File: config.mk
export PLATFORM = sky130hd
export DESIGN_NAME = tdp_top
export DESIGN_NICKNAME = d
export VERILOG_FILES = /design/src/rtl/tdp_pkg.sv /design/src/rtl/tdp_top.sv
export SDC_FILE = /design/constraint.sdc
export NUM_CORES = 1
export LEC_CHECK = 0
export ABC_CLOCK_PERIOD_IN_PS = 4200
export BUFFER_PORTS_ARGS = -buffer_cell sky130_fd_sc_hd__buf_2
export CAP_MARGIN = 20
export CORE_AREA = 2 2 405 407
export DETAILED_ROUTE_END_ITERATION = 8
export DIE_AREA = 0 0 407 409
export GPL_ROUTABILITY_DRIVEN = 0
export GPL_TIMING_DRIVEN = 1
export SETUP_SLACK_MARGIN = 0.02
export SLEW_MARGIN = 15
export SYNTH_ARGS = -nofsm -noshare
export SYNTH_HDL_FRONTEND = slang
export SYNTH_SLANG_ARGS = --single-unit
export TNS_END_PERCENT = 100
File: constraint.sdc
create_clock -name clk_sys -period 4.2 [get_ports clk_sys]
set_input_delay 0.84 -clock clk_sys [delete_from_list [all_inputs] [get_ports clk_sys]]
set_output_delay 0.84 -clock clk_sys [all_outputs]
set_load 0.005 [all_outputs]
File: src/rtl/tdp_pkg.sv
// Constants for the two-wire digital potentiometer slave.
// Assumes a 100 MHz system clock that samples the serial pins.
package tdp_pkg;
   // Clock and the long non-volatile write time
   localparam int unsigned CLK_PERIOD_NS  = 10;
   localparam int unsigned T_NVWR_NS      = 5000000;              // 5 ms
   localparam int unsigned NVWR_CYCLES    = T_NVWR_NS / CLK_PERIOD_NS;
   localparam int unsigned NVWR_CNT_W     = 20;

   // Wiper and data slots
   localparam int unsigned WIPER_W        = 10;
   localparam int unsigned TAP_COUNT      = 1024;
   localparam int unsigned SLOT_COUNT     = 4;
   localparam logic [WIPER_W-1:0] SLOT_RST = 10'h200;             // Blank slot contents
   localparam logic [WIPER_W-1:0] WIPER_RST = 10'h000;

   // Identification byte layout
   localparam logic [3:0] DEV_TYPE_ID     = 4'ha;                 // Arbitrary value
   localparam int unsigned ID_LSB         = 4;
   localparam int unsigned ADDR_LSB       = 1;
   localparam int unsigned RW_POS         = 0;

   // Command byte layout
   localparam int unsigned OPC_LSB        = 5;
   localparam int unsigned ZERO_HI_POS    = 4;
   localparam int unsigned SEL_LSB        = 2;

   // Command opcodes
   localparam logic [2:0] OP_RD_WIPER     = 3'h4;
   localparam logic [2:0] OP_WR_WIPER     = 3'h5;
   localparam logic [2:0] OP_RD_SLOT      = 3'h6;
   localparam logic [2:0] OP_WR_SLOT      = 3'h7;
   localparam logic [2:0] OP_SLOT_TO_WIPER = 3'h3;
   localparam logic [2:0] OP_WIPER_TO_SLOT = 3'h2;

   typedef enum logic [1:0] {PEND_NONE, PEND_WIPER, PEND_SLOT} tdp_pend_e;

   typedef enum {
      ST_IDLE, ST_ADDR, ST_AACK, ST_CMD, ST_CACK, ST_WDAT, ST_WACK, ST_RDAT, ST_RACK, ST_WAIT
   } tdp_state_e;
endpackage

File: src/rtl/tdp_top.sv
// Two-wire serial slave holding a 10-bit wiper position and four stored slots.
// Assumes scl/sda/wp/address pins are asynchronous to clk_sys and slow
// against it; the serial clock always comes from the bus master.
`timescale 1ns/1ps
module tdp_top #(
   parameter int unsigned NVWR_CYCLES = tdp_pkg::NVWR_CYCLES
) (
   input  wire logic          clk_sys,
   input  wire logic          rst_b,
   input  wire logic          scl_i,
   input  wire logic          sda_i,
   output      logic          sda_o,
   output      logic          sda_oe,
   input  wire logic [2:0]    addr_select_pins,
   input  wire logic          wp_b,
   output      logic [9:0]    wiper_position_reg,
   output      logic [1023:0] tap_select,
   output      logic          nv_busy
);
   localparam logic [tdp_pkg::NVWR_CNT_W-1:0] NVWR_LOAD =
      tdp_pkg::NVWR_CNT_W'(NVWR_CYCLES - 1);

   // Pin synchronisers; only the second stage and later are read
   logic [5:0] sync_a_ff;
   logic [5:0] sync_b_ff;
   logic       scl_d_ff;
   logic       sda_d_ff;
   always_ff @(posedge clk_sys or negedge rst_b) begin
      if (!rst_b) begin
         sync_a_ff <= 6'h3f;
         sync_b_ff <= 6'h3f;
         scl_d_ff  <= 1'b1;
         sda_d_ff  <= 1'b1;
      end else begin
         sync_a_ff <= {scl_i, sda_i, wp_b, addr_select_pins};
         sync_b_ff <= sync_a_ff;
         scl_d_ff  <= sync_b_ff[5];
         sda_d_ff  <= sync_b_ff[4];
      end
   end

   logic       scl_s;
   logic       sda_s;
   logic       wp_s;
   logic [2:0] addr_s;
   logic       scl_rise;
   logic       scl_fall;
   logic       start_det;
   logic       stop_det;
   assign scl_s    = sync_b_ff[5];
   assign sda_s    = sync_b_ff[4];
   assign wp_s     = sync_b_ff[3];
   assign addr_s   = sync_b_ff[2:0];
   assign scl_rise = scl_s & ~scl_d_ff;
   assign scl_fall = ~scl_s & scl_d_ff;
   // Data edges while the clock stays high mark frame boundaries
   assign start_det = scl_s & scl_d_ff & sda_d_ff & ~sda_s;
   assign stop_det  = scl_s & scl_d_ff & ~sda_d_ff & sda_s;

   tdp_pkg::tdp_state_e st_ff, nxt_st;
   logic [2:0]            bit_ff, nxt_bit;
   logic [7:0]            rx_ff, nxt_rx;
   logic [7:0]            tx_ff, nxt_tx;
   logic                  ack_rise_ff, nxt_ack_rise;
   logic                  ack_ok_ff, nxt_ack_ok;
   logic                  rw_ff, nxt_rw;
   logic [2:0]            op_ff, nxt_op;
   logic [1:0]            sel_ff, nxt_sel;
   logic                  byte_ff, nxt_byte;
   logic [7:0]            dlo_ff, nxt_dlo;
   tdp_pkg::tdp_pend_e    pend_ff, nxt_pend;
   logic [9:0]            pval_ff, nxt_pval;
   logic                  oe_ff, nxt_oe;
   logic [9:0]            wiper_ff, nxt_wiper;
   logic [9:0]            slot_ff [tdp_pkg::SLOT_COUNT];
   logic [9:0]            nxt_slot [tdp_pkg::SLOT_COUNT];
   logic                  busy_ff, nxt_busy;
   logic [tdp_pkg::NVWR_CNT_W-1:0] cnt_ff, nxt_cnt;
   logic                  loaded_ff, nxt_loaded;

   logic [7:0] byte_in;
   logic [9:0] rd_val;
   logic       op_legal;
   logic       nv_we;
   assign byte_in = {rx_ff[6:0], sda_s};
   assign rd_val  = (op_ff == tdp_pkg::OP_RD_WIPER) ? wiper_ff : slot_ff[sel_ff];
   // Reads are legal only with the read bit set, writes and transfers only without it
   assign op_legal = rw_ff ?
      (byte_in[7:5] == tdp_pkg::OP_RD_WIPER || byte_in[7:5] == tdp_pkg::OP_RD_SLOT) :
      (byte_in[7:5] == tdp_pkg::OP_WR_WIPER || byte_in[7:5] == tdp_pkg::OP_WR_SLOT ||
       byte_in[7:5] == tdp_pkg::OP_SLOT_TO_WIPER ||
       byte_in[7:5] == tdp_pkg::OP_WIPER_TO_SLOT);

   // Serial protocol: bit counting, acknowledge and shifting out
   always_comb begin
      nxt_st = st_ff; nxt_bit = bit_ff; nxt_rx = rx_ff; nxt_tx = tx_ff;
      nxt_ack_rise = ack_rise_ff; nxt_ack_ok = ack_ok_ff; nxt_rw = rw_ff;
      nxt_op = op_ff; nxt_sel = sel_ff; nxt_byte = byte_ff; nxt_dlo = dlo_ff;
      nxt_pend = pend_ff; nxt_pval = pval_ff; nxt_oe = oe_ff;
      if (stop_det) begin
         nxt_st   = tdp_pkg::ST_IDLE;
         nxt_oe   = 1'b0;
         nxt_pend = tdp_pkg::PEND_NONE;
      end else if (start_det) begin
         nxt_st   = tdp_pkg::ST_ADDR;
         nxt_bit  = 3'h0;
         nxt_oe   = 1'b0;
         nxt_pend = tdp_pkg::PEND_NONE;
      end else begin
         case (st_ff)
            tdp_pkg::ST_ADDR, tdp_pkg::ST_CMD, tdp_pkg::ST_WDAT: begin
               if (scl_rise) begin
                  nxt_rx  = byte_in;
                  nxt_bit = bit_ff + 3'h1;
                  nxt_ack_rise = 1'b0;
                  if (bit_ff == 3'h7) begin
                     if (st_ff == tdp_pkg::ST_ADDR) begin
                        // Busy or foreign address: stay silent until the next start
                        if (byte_in[7:4] == tdp_pkg::DEV_TYPE_ID &&
                            byte_in[3:1] == addr_s && !busy_ff) begin
                           nxt_st = tdp_pkg::ST_AACK;
                           nxt_rw = byte_in[tdp_pkg::RW_POS];
                        end else begin
                           nxt_st = tdp_pkg::ST_IDLE;
                        end
                     end else if (st_ff == tdp_pkg::ST_CMD) begin
                        nxt_op  = byte_in[7:5];
                        nxt_sel = byte_in[3:2];
                        nxt_st  = (op_legal && !byte_in[tdp_pkg::ZERO_HI_POS] &&
                                   byte_in[1:0] == 2'h0) ? tdp_pkg::ST_CACK : tdp_pkg::ST_IDLE;
                     end else begin
                        nxt_st = tdp_pkg::ST_WACK;
                        if (!byte_ff) begin
                           nxt_dlo = byte_in;
                        end else begin
                           nxt_pval = {byte_in[1:0], dlo_ff};
                           nxt_pend = (op_ff == tdp_pkg::OP_WR_SLOT) ?
                                      tdp_pkg::PEND_SLOT : tdp_pkg::PEND_WIPER;
                        end
                     end
                  end
               end
            end
            tdp_pkg::ST_AACK, tdp_pkg::ST_CACK, tdp_pkg::ST_WACK: begin
               if (scl_rise) begin
                  nxt_ack_rise = 1'b1;
               end else if (scl_fall && !ack_rise_ff) begin
                  nxt_oe = 1'b1;
               end else if (scl_fall) begin
                  nxt_oe  = 1'b0;
                  nxt_bit = 3'h0;
                  if (st_ff == tdp_pkg::ST_AACK) begin
                     nxt_st = tdp_pkg::ST_CMD;
                  end else if (st_ff == tdp_pkg::ST_WACK) begin
                     nxt_byte = 1'b1;
                     nxt_st   = byte_ff ? tdp_pkg::ST_WAIT : tdp_pkg::ST_WDAT;
                  end else if (rw_ff) begin
                     nxt_tx   = rd_val[7:0];
                     nxt_byte = 1'b0;
                     nxt_oe   = ~rd_val[7];
                     nxt_st   = tdp_pkg::ST_RDAT;
                  end else if (op_ff == tdp_pkg::OP_SLOT_TO_WIPER) begin
                     nxt_pval = slot_ff[sel_ff];
                     nxt_pend = tdp_pkg::PEND_WIPER;
                     nxt_st   = tdp_pkg::ST_WAIT;
                  end else if (op_ff == tdp_pkg::OP_WIPER_TO_SLOT) begin
                     nxt_pval = wiper_ff;
                     nxt_pend = tdp_pkg::PEND_SLOT;
                     nxt_st   = tdp_pkg::ST_WAIT;
                  end else begin
                     nxt_byte = 1'b0;
                     nxt_st   = tdp_pkg::ST_WDAT;
                  end
               end
            end
            tdp_pkg::ST_RDAT: begin
               if (scl_rise) begin
                  nxt_bit = bit_ff + 3'h1;
                  if (bit_ff == 3'h7) begin
                     nxt_st = tdp_pkg::ST_RACK;
                     nxt_ack_rise = 1'b0;
                  end
               end else if (scl_fall) begin
                  nxt_tx = {tx_ff[6:0], 1'b0};
                  nxt_oe = ~tx_ff[6];
               end
            end
            tdp_pkg::ST_RACK: begin
               if (scl_rise) begin
                  nxt_ack_rise = 1'b1;
                  nxt_ack_ok   = ~sda_s;
               end else if (scl_fall && !ack_rise_ff) begin
                  nxt_oe = 1'b0;
               end else if (scl_fall) begin
                  // Master acknowledged the low byte: send the two high bits next
                  if (ack_ok_ff && !byte_ff) begin
                     nxt_tx   = {6'h00, rd_val[9:8]};
                     nxt_oe   = 1'b1;
                     nxt_byte = 1'b1;
                     nxt_bit  = 3'h0;
                     nxt_st   = tdp_pkg::ST_RDAT;
                  end else begin
                     nxt_oe = 1'b0;
                     nxt_st = tdp_pkg::ST_IDLE;
                  end
               end
            end
            default: begin
               nxt_oe = 1'b0;
            end
         endcase
      end
   end

   always_ff @(posedge clk_sys or negedge rst_b) begin
      if (!rst_b) begin
         st_ff <= tdp_pkg::ST_IDLE; bit_ff <= 3'h0; rx_ff <= 8'h00; tx_ff <= 8'h00;
         ack_rise_ff <= 1'b0; ack_ok_ff <= 1'b0; rw_ff <= 1'b0; op_ff <= 3'h0;
         sel_ff <= 2'h0; byte_ff <= 1'b0; dlo_ff <= 8'h00;
         pend_ff <= tdp_pkg::PEND_NONE; pval_ff <= 10'h000; oe_ff <= 1'b0;
      end else begin
         st_ff <= nxt_st; bit_ff <= nxt_bit; rx_ff <= nxt_rx; tx_ff <= nxt_tx;
         ack_rise_ff <= nxt_ack_rise; ack_ok_ff <= nxt_ack_ok; rw_ff <= nxt_rw;
         op_ff <= nxt_op; sel_ff <= nxt_sel; byte_ff <= nxt_byte; dlo_ff <= nxt_dlo;
         pend_ff <= nxt_pend; pval_ff <= nxt_pval; oe_ff <= nxt_oe;
      end
   end

   // Stored write commits only with write protect released and no write running
   assign nv_we = stop_det && pend_ff == tdp_pkg::PEND_SLOT && wp_s && !busy_ff;

   // Storage: wiper, slots, recall after reset and the write timer
   always_comb begin
      nxt_wiper  = wiper_ff;
      nxt_busy   = busy_ff;
      nxt_cnt    = cnt_ff;
      nxt_loaded = 1'b1;
      for (int i = 0; i < tdp_pkg::SLOT_COUNT; i++) begin
         nxt_slot[i] = slot_ff[i];
      end
      if (!loaded_ff) begin
         nxt_wiper = slot_ff[0];
      end else if (stop_det && pend_ff == tdp_pkg::PEND_WIPER) begin
         nxt_wiper = pval_ff;
      end
      if (nv_we) begin
         nxt_slot[sel_ff] = pval_ff;
         nxt_busy = 1'b1;
         nxt_cnt  = NVWR_LOAD;
      end else if (busy_ff) begin
         if (cnt_ff == '0) begin
            nxt_busy = 1'b0;
         end else begin
            nxt_cnt = cnt_ff - 1'b1;
         end
      end
   end

   always_ff @(posedge clk_sys or negedge rst_b) begin
      if (!rst_b) begin
         wiper_ff  <= tdp_pkg::WIPER_RST;
         busy_ff   <= 1'b0;
         cnt_ff    <= '0;
         loaded_ff <= 1'b0;
         for (int i = 0; i < tdp_pkg::SLOT_COUNT; i++) begin
            slot_ff[i] <= tdp_pkg::SLOT_RST;
         end
      end else begin
         wiper_ff  <= nxt_wiper;
         busy_ff   <= nxt_busy;
         cnt_ff    <= nxt_cnt;
         loaded_ff <= nxt_loaded;
         slot_ff   <= nxt_slot;
      end
   end

   // One-hot tap decode, one switch per code
   for (genvar i = 0; i < tdp_pkg::TAP_COUNT; i++) begin : g_tap
      assign tap_select[i] = (wiper_ff == 10'(i));
   end

   assign sda_o              = 1'b0;
   assign sda_oe             = oe_ff;
   assign wiper_position_reg = wiper_ff;
   assign nv_busy            = busy_ff;
endmodule

# ---- Word level (Yosys, flattened, before mapping)
# Cells that the tools add are included.
dict set report totals {
  regBits 165
  latch_bits 0
  mem_bits_rw 0
  mem_bits_ro 0
  in_bits 8
  output_inout_bits 1037
  word_cells 1330
  mem_count 0
}
dict set report classes {
  n_addsub 2
  mul 0
  div 0
  n_lt_le_gt_ge 2
  eq_ne 1106
  n_shift 0
  n_mux 127
  bitwise_logic 19
  reduce_logical 48
}
# cell count
set ops {}
lappend ops {{== test 10 bit (second input constant)} 512}
lappend ops {{== test 10 x 9 -> 1 bit (second input constant)} 256}
lappend ops {{== test 10 x 8 -> 1 bit (second input constant)} 128}
lappend ops {{== test 10 x 7 -> 1 bit (second input constant)} 64}
lappend ops {{two-way mux 32 bit} 13}
lappend ops {{== test 10 x 6 -> 1 bit (second input constant)} 32}
lappend ops {{== test 32 x 3 -> 1 bit (second input constant)} 6}
lappend ops {{two-way mux 10 bit} 19}
lappend ops {{== test 10 x 5 -> 1 bit (second input constant)} 16}
lappend ops {{one-hot mux 32 bit (4 select lines)} 1}
lappend ops {{== test 32 x 2 -> 1 bit (second input constant)} 3}
lappend ops {{two-way mux 7 bit} 12}
lappend ops {{== test 10 x 4 -> 1 bit (second input constant)} 8}
lappend ops {{inequality test 4 bit (second input constant)} 20}
lappend ops {{== test 32 x 4 -> 1 bit (second input constant)} 2}
lappend ops {{two-way mux 20 bit} 3}
lappend ops {{inequality test 2 bit (second input constant)} 21}
lappend ops {{bitwise mux 40 bit} 1}
lappend ops {{== test 10 x 3 -> 1 bit (second input constant)} 4}
lappend ops {{two-way mux 3 bit} 12}
lappend ops {{two-way mux 1 bit} 34}
lappend ops {{two-way mux 2 bit} 17}
lappend ops {{== test 32 x 1 -> 1 bit (second input constant)} 1}
lappend ops {{AND reduction 15 bit} 2}
lappend ops {{48 further kinds} 117}

# ---- Logic depth before layout (Yosys ltp)
# Gate-level depths: netlist (run 1).
dict set report depth {
  word_depth 15
  ltp_mapped 7
  mapped_depth_nobuf 7
}

# ---- Worst setup path before layout (run 1)
# OpenSTA, ideal clock, no wires.
dict set report synth_timing {
  kind {register to output}
  from {register wiper_ff[7] (netlist: wiper_position_reg[7])}
  to {output port tap_select[257]}
  t_arrival_ns 1.826
  required_ns 3.360
  path_slack_ns 1.534
  path_stages_with_launch 6
  path_buffers 2
  path_cell_list {dfrtp_1 clkbuf_1 nor4_1 clkbuf_1 nand2_1 nor2_1}
}
dict set report synth_between {
  elab_chain_cells 1
}
# element line
set synth_lines {}
lappend synth_lines {{start, declared} tdp_top.sv:74} ;# logic [9:0] wiper_ff, nxt_wiper;
lappend synth_lines {{start signal, assigned} tdp_top.sv:261} ;# wiper_ff <= tdp_pkg::WIPER_RST;
lappend synth_lines {{start signal, assigned} tdp_top.sv:269} ;# wiper_ff <= nxt_wiper;
lappend synth_lines {{== test 10 x 9 -> 1 bit} tdp_top.sv:279} ;# assign tap_select[i] = (wiper_ff == 10'(i));
lappend synth_lines {{end, declared} tdp_top.sv:17} ;# output logic [1023:0] tap_select,
# Every way passes these cells.

# ---- Worst setup path after layout (run 1)
dict set report layout_timing {
  from {register wiper_ff[2] (netlist: wiper_position_reg[2])}
  to {output port tap_select[839]}
}
dict set report layout_between {
  elab_chain_cells 1
}
# element line
set layout_lines {}
lappend layout_lines {{== test 10 bit} tdp_top.sv:279}
# Every way passes these cells.

==> out/results.txt, run 1 <==
Crit path max fanout: 11
Skew-Pair Late Insertion Delay: 0.43 ns
Sequential-to-total area share from yosys stat: 27.59%
Slew HR: 29.67%
Gr usage total: 16.12%
Largest register FFs: 40
Arrival time at the worst endpoint: 3.20 ns
Overall Power: 5.621 mW
Largest regs: slot_ff x40, cnt_ff x20
Initial DRC Count: 2165
Area of the multi-input gates: 8496 sq um
Die area: 166500 sq um
Most frequent cells in the layout: nor2_1, buf_2, nand2_1
Routed length per instance: 27.51 microns
Root Buffer: clkbuf_16
Fin. Hold Viols: 0
Ys async rst share: 100.0%
Cts bufs inserted: 17
H-Tree Level Count: 4
Layout Nets: 3035
Fillers: 18840
Number of global-route vias before repair: 17090
Mapped Area: 12510 sq um
Worst Tran Pin Value: 1.049 ns
Highest clock rate: 247.4 MHz
Layout cells sized above 1: 42.98%
Pleak: 10.93 nW
Die height: 409 microns
Cell count after synthesis: 2067
Status: complete, no violations
Synth cell types: 75
Register Area: 3451 sq um
Worst Setup Start Kind: flop
Number of synthesized flops with an enable pin: 0
Clock transition at path regs: 0.06 ns
Worst VDD drop: 0.3661 mV
Core footprint: 162000 sq um
Biggest register: slot_ff
Worst Hold Margin: 0.3481 ns
Starting Density: 7.719%
Syn_nets: 2079
First-pass DRT Iterations: 5
Initial antenna violation count: 14
Area delta synth->final: 70.62%
Top FF cell, synth: dfrtp_1
Crit path kind: flop to output pin
Fin crit share: 96.23%
Quantity of I/O buffers inserted on ports: 1043
Power Density: 263.4 nW/um^2
Cts repair resizes: 0
Seq cells post-synth: 137
Setup Buffers After CTS: 0
Max_cap viols: 0
I/O Pins: 1045
DP Wirelength: 116200 microns
Fin. max-slew vios: 0
Final Setup Violations: 0
Setup TNS after final layout: 0 ns
Commonest non-fill, non-tap cell in the layout: nor2_1
CTS Sinks: 137
Worst-case clock buffer depth: 2
CTS tree: built
Min-delay worst type: flop to flop
Global-route wire length before repair: 175500 microns
Critical Path Sink Type: output pin
Vias/cell: 3.713
Vias: 19360
Tmin final: 4.042 ns
Die width: 407 microns
DRT Wirelength: 143500 microns
# hold bufs at CTS: 0
Core Rows: 148
YS warnings: 0
Grt total ovfl: 0
ANT nets after route: 0
Pin count of the biggest net entering global routing: 138
Average cell area after synthesis: 6.051 sq um
Fin Clk Skew: 0.008293 ns
RSZ-0062 raised after global routing: false
Residual DRC count: 0
CP required: 3.36 ns
## logic make-up (layout without fill, tap and decap cells)
family,after synthesis,count (layout),share of synthesized area [%]
compound gates,105,105,5.572
buf+inv,191,1160,5.942
flops,137,137,27.59
xor+xnor,8,8,0.5602
mux,124,124,11.91
simple gates,1496,1496,47.96
other cells,2,6,0.06005
fa+ha+maj,4,4,0.4002
## synth_stat cells (5+ instances only)
master / instances / area [sq um]
dfrtp_1: 119 / 2978
nor3_1: 25 / 125.1
nor4_1: 7 / 43.79
clkbuf_1: 141 / 529.3
o21ai_0: 32 / 160.2
nand3_1: 15 / 75.07
nand2b_1: 17 / 106.4
buf_2: 6 / 30.03
inv_1: 7 / 26.28
mux2_4: 6 / 90.09
nand4b_1: 5 / 43.79
o22ai_1: 5 / 31.28
or4_1: 5 / 37.54
nand2_1: 301 / 1130
or3_1: 6 / 37.54
buf_1: 33 / 123.9
o31ai_1: 6 / 45.04
dfstp_2: 18 / 473.0
mux2i_1: 33 / 330.3
mux4_2: 10 / 225.2
mux2_2: 72 / 810.8
a21oi_1: 20 / 100.1
nor2_1: 1072 / 4024
o211ai_1: 7 / 52.55
xor2_1: 8 / 70.07
## stage by stage
step / utilization, % / area, sq um / instances / worst slack (ns)
2_1_floorplan: - / 12510 / 2067 / 1.534
3_5_place_dp: 12.78 / 20700 / 5179 / 0.6307
3_3_place_gp: 12.78 / 20700 / 5179 / 0.6943
5_1_grt: 13.17 / 21330 / 5212 / 0.07738
4_1_cts: 13.16 / 21330 / 5211 / 0.1553
6_report: 13.17 / 21340 / 5215 / 0.1584
## worst max-delay path, stage by stage (launching register included)
cell and delay, ns:
dfrtp_1 0.63, nand2b_1 0.33, nor2_4 0.54, nand2_1 0.48, nor2_1 0.54, buf_2 0.23
## layout make-up
cell class | count | area share [%]
Antenna cell | 4 | 0.04691
Clock buffer | 24 | 2.304
Clock inverter | 8 | 0.6332
Inverter | 7 | 0.1231
Multi-Input combinational cell | 1739 | 39.81
Sequential cell | 137 | 16.17
Tap cell | 2175 | 12.75
Timing Repair Buffer | 1121 | 28.16
## layer usage
metal,vias up,part of all wire (%),track usage [%],wire length [microns]
li1,8442,-,-,-
met1,9458,40,19.42,57790
met2,1293,49,27.92,69640
met3,162,7.7,3.830,11110
met4,6,3.4,5.134,4884
met5,-,0.032,0,46
## final timing paths
path,startpoint,to,slack [ns],cells past startpoint
max,wiper_position_reg[2],tap_select[839],0.16,5
min in group asynchronous,rst_b,cnt_ff[2],0.50,2
max reg2reg,st_ff[3],tx_ff[0],1.30,5
min reg2reg,sync_a_ff[5],sync_b_ff[5],0.35,0
min,sync_a_ff[5],sync_b_ff[5],0.35,0
max in group asynchronous,rst_b,tx_ff[3],3.06,2
## power breakdown
group / total [mW] / switching, mW / internal (mW)
Clock: 1.60 / 0.596 / 1.00
Combinational: 2.28 / 1.62 / 0.659
Sequential: 1.74 / 0.287 / 1.45
Power figures use the tool's default switching activity.
==> run 2, diff against run 1 <==
--- a/config.mk
+++ b/config.mk
@@ -13,7 +13,7 @@
 export DIE_AREA = 0 0 407 409
 export GPL_ROUTABILITY_DRIVEN = 0
 export GPL_TIMING_DRIVEN = 1
-export SETUP_SLACK_MARGIN = 0.02
+export SETUP_SLACK_MARGIN = 0.2
 export SLEW_MARGIN = 15
 export SYNTH_ARGS = -nofsm -noshare
 export SYNTH_HDL_FRONTEND = slang
==> run 2 against run 1 <==
Non-clock buffer count is 4 higher. Maximum frequency up 2.8%. Sequential power about the same. Flip-flop and latch count did not move. Via count grew 0.93%. Die area did not move. Clock power about the same. Count of clock-buffer cells in the layout unchanged. Critical endpoint is now tap_select[341].
==> out/results.txt, run 2 (synthesis results as in run 1) <==
Global-route wire length before repair: 175600 microns
Number of global-route vias before repair: 17100
Slew HR: 32.24%
Gr usage total: 16.13%
Highest clock rate: 254.3 MHz
Skew-Pair Late Insertion Delay: 0.43 ns
Critical path's largest stage delay: 0.64 ns
ANT nets after route: 0
Status: complete, no violations
CP max stage cell: dfrtp_1
I/O Pins: 1045
H-Tree Level Count: 4
CTS tree: built
Biggest register: slot_ff
R2r setup slk: 1.30 ns
Root Buffer: clkbuf_16
Initial DRC Count: 2228
Core Rows: 148
Cts bufs inserted: 17
Register Area: 3451 sq um
Worst Hold Margin: 0.3484 ns
Final Setup Violations: 0
Pin count of the biggest net entering global routing: 138
Quantity of I/O buffers inserted on ports: 1043
RSZ-0062 raised after global routing: false
Largest register FFs: 40
Layout cells sized above 1: 43.06%
Most frequent cells in the layout: nor2_1, buf_2, nand2_1
Clock transition at path regs: 0.07 ns
Core footprint: 162000 sq um
Fillers: 18840
Initial antenna violation count: 14
DRT Wirelength: 143500 microns
Fin. Hold Viols: 0
Die height: 409 microns
Worst VDD drop: 0.3660 mV
Power Density: 263.5 nW/um^2
Area delta synth->final: 70.92%
Largest regs: slot_ff x40, cnt_ff x20
Routed length per instance: 27.50 microns
Max_cap viols: 0
Fin. max-slew vios: 0
Vias/cell: 3.743
Critical Path Sink Type: output pin
Worst Tran Pin Value: 1.011 ns
Arrival time at the worst endpoint: 3.09 ns
Layout Nets: 3039
Post-Layout Cell Count: 5220
# hold bufs at CTS: 0
CP required: 3.36 ns
Fin Clk Skew: 0.01006 ns
Worst Setup Start Kind: flop
CTS Sinks: 137
CP top delay family: simple AND/OR/NAND/NOR gates
CP Buf/Inv Count: 2
Starting Density: 7.719%
Worst-case clock buffer depth: 2
Die width: 407 microns
Final core utilization: 13.19%
First-pass DRT Iterations: 5
Residual DRC count: 0
Fin crit share: 93.63%
Placed insts: 5179
Commonest non-fill, non-tap cell in the layout: nor2_1
Min-delay worst type: flop to flop
Crit path max fanout: 11
Setup TNS after final layout: 0 ns
Area of the multi-input gates: 8501 sq um
Grt total ovfl: 0
Crit path kind: flop to output pin
Vias: 19540
DP Wirelength: 116200 microns
Crit-path cells: nand2b_1 > nor2_4 > buf_4 > nand2_1 > nor2_1 > buf_2
Die area: 166500 sq um
Tmin final: 3.933 ns
Pleak: 10.96 nW
==> run 2: cell count changes in the layout (fill, tap and decap cells not counted), sizes merged <==
cell,before,now
buf,1121,1125
diode,4,5
==> run 2: what timing repair did <==
| item | CTS | global route |
|---|---|---|
| pin swaps | 1 | 0 |
| resized for setup | 0 | 1 |
| setup endpoints to repair | 1 | 6 |
| buffers inserted | 4 | 0 |
| gates cloned | 0 | 0 |
==> run 2: stage by stage <==
step	power, mW	setup WS [ns]	area, sq um
final	5.632	0.2674	21380
after global routing	5.892	0.2070	21370
after CTS	5.649	0.2180	21360
after detailed placement	4.047	0.6307	20700
after global placement	3.986	0.6943	20700
after floorplan	3.051	1.534	12510
==> run 2: where the power goes <==
part	switching, mW	internal, mW	leakage, nW
Combinational	1.62	0.662	8.85
Clock	0.601	1.00	0.303
Sequential	0.289	1.45	1.81
Total	2.51	3.12	11.0
==> run 2: cell type report <==
| cell class | instances | share of cell area [%] |
|---|---|---|
| Timing Repair Buffer | 1125 | 28.25 |
| Inverter | 7 | 0.1229 |
| Tap cell | 2175 | 12.73 |
| Multi-Input combinational cell | 1739 | 39.77 |
| Clock inverter | 8 | 0.6321 |
| Sequential cell | 137 | 16.14 |
| Clock buffer | 24 | 2.300 |
| Antenna cell | 5 | 0.05853 |
==> run 2: path summary, 6_finish.rpt <==
path,from,end,depth (start not counted)
hold / removal,sync_a_ff[5],sync_b_ff[5],0
setup / recovery,wiper_position_reg[2],tap_select[341],6
hold reg to reg,sync_a_ff[5],sync_b_ff[5],0
min in group asynchronous,rst_b,cnt_ff[2],2
max in group asynchronous,rst_b,tx_ff[3],2
setup reg to reg,st_ff[3],tx_ff[0],5
==> run 2: per-layer routing <==
metal  GRT usage [%]  up-vias  wire (microns)
met1           19.42     9551           57480
met2           27.95     1342           69890
met5               0        -              46
met4           5.134        6            4900
met3           3.834      187           11230
li1                -     8455               -
==> run 2: worst register-to-register path: cells and delay by family (launching register included) <==
family	cells	cell delay, ns
simple gates	4	1.65
mux	1	0.39
flops	1	0.75
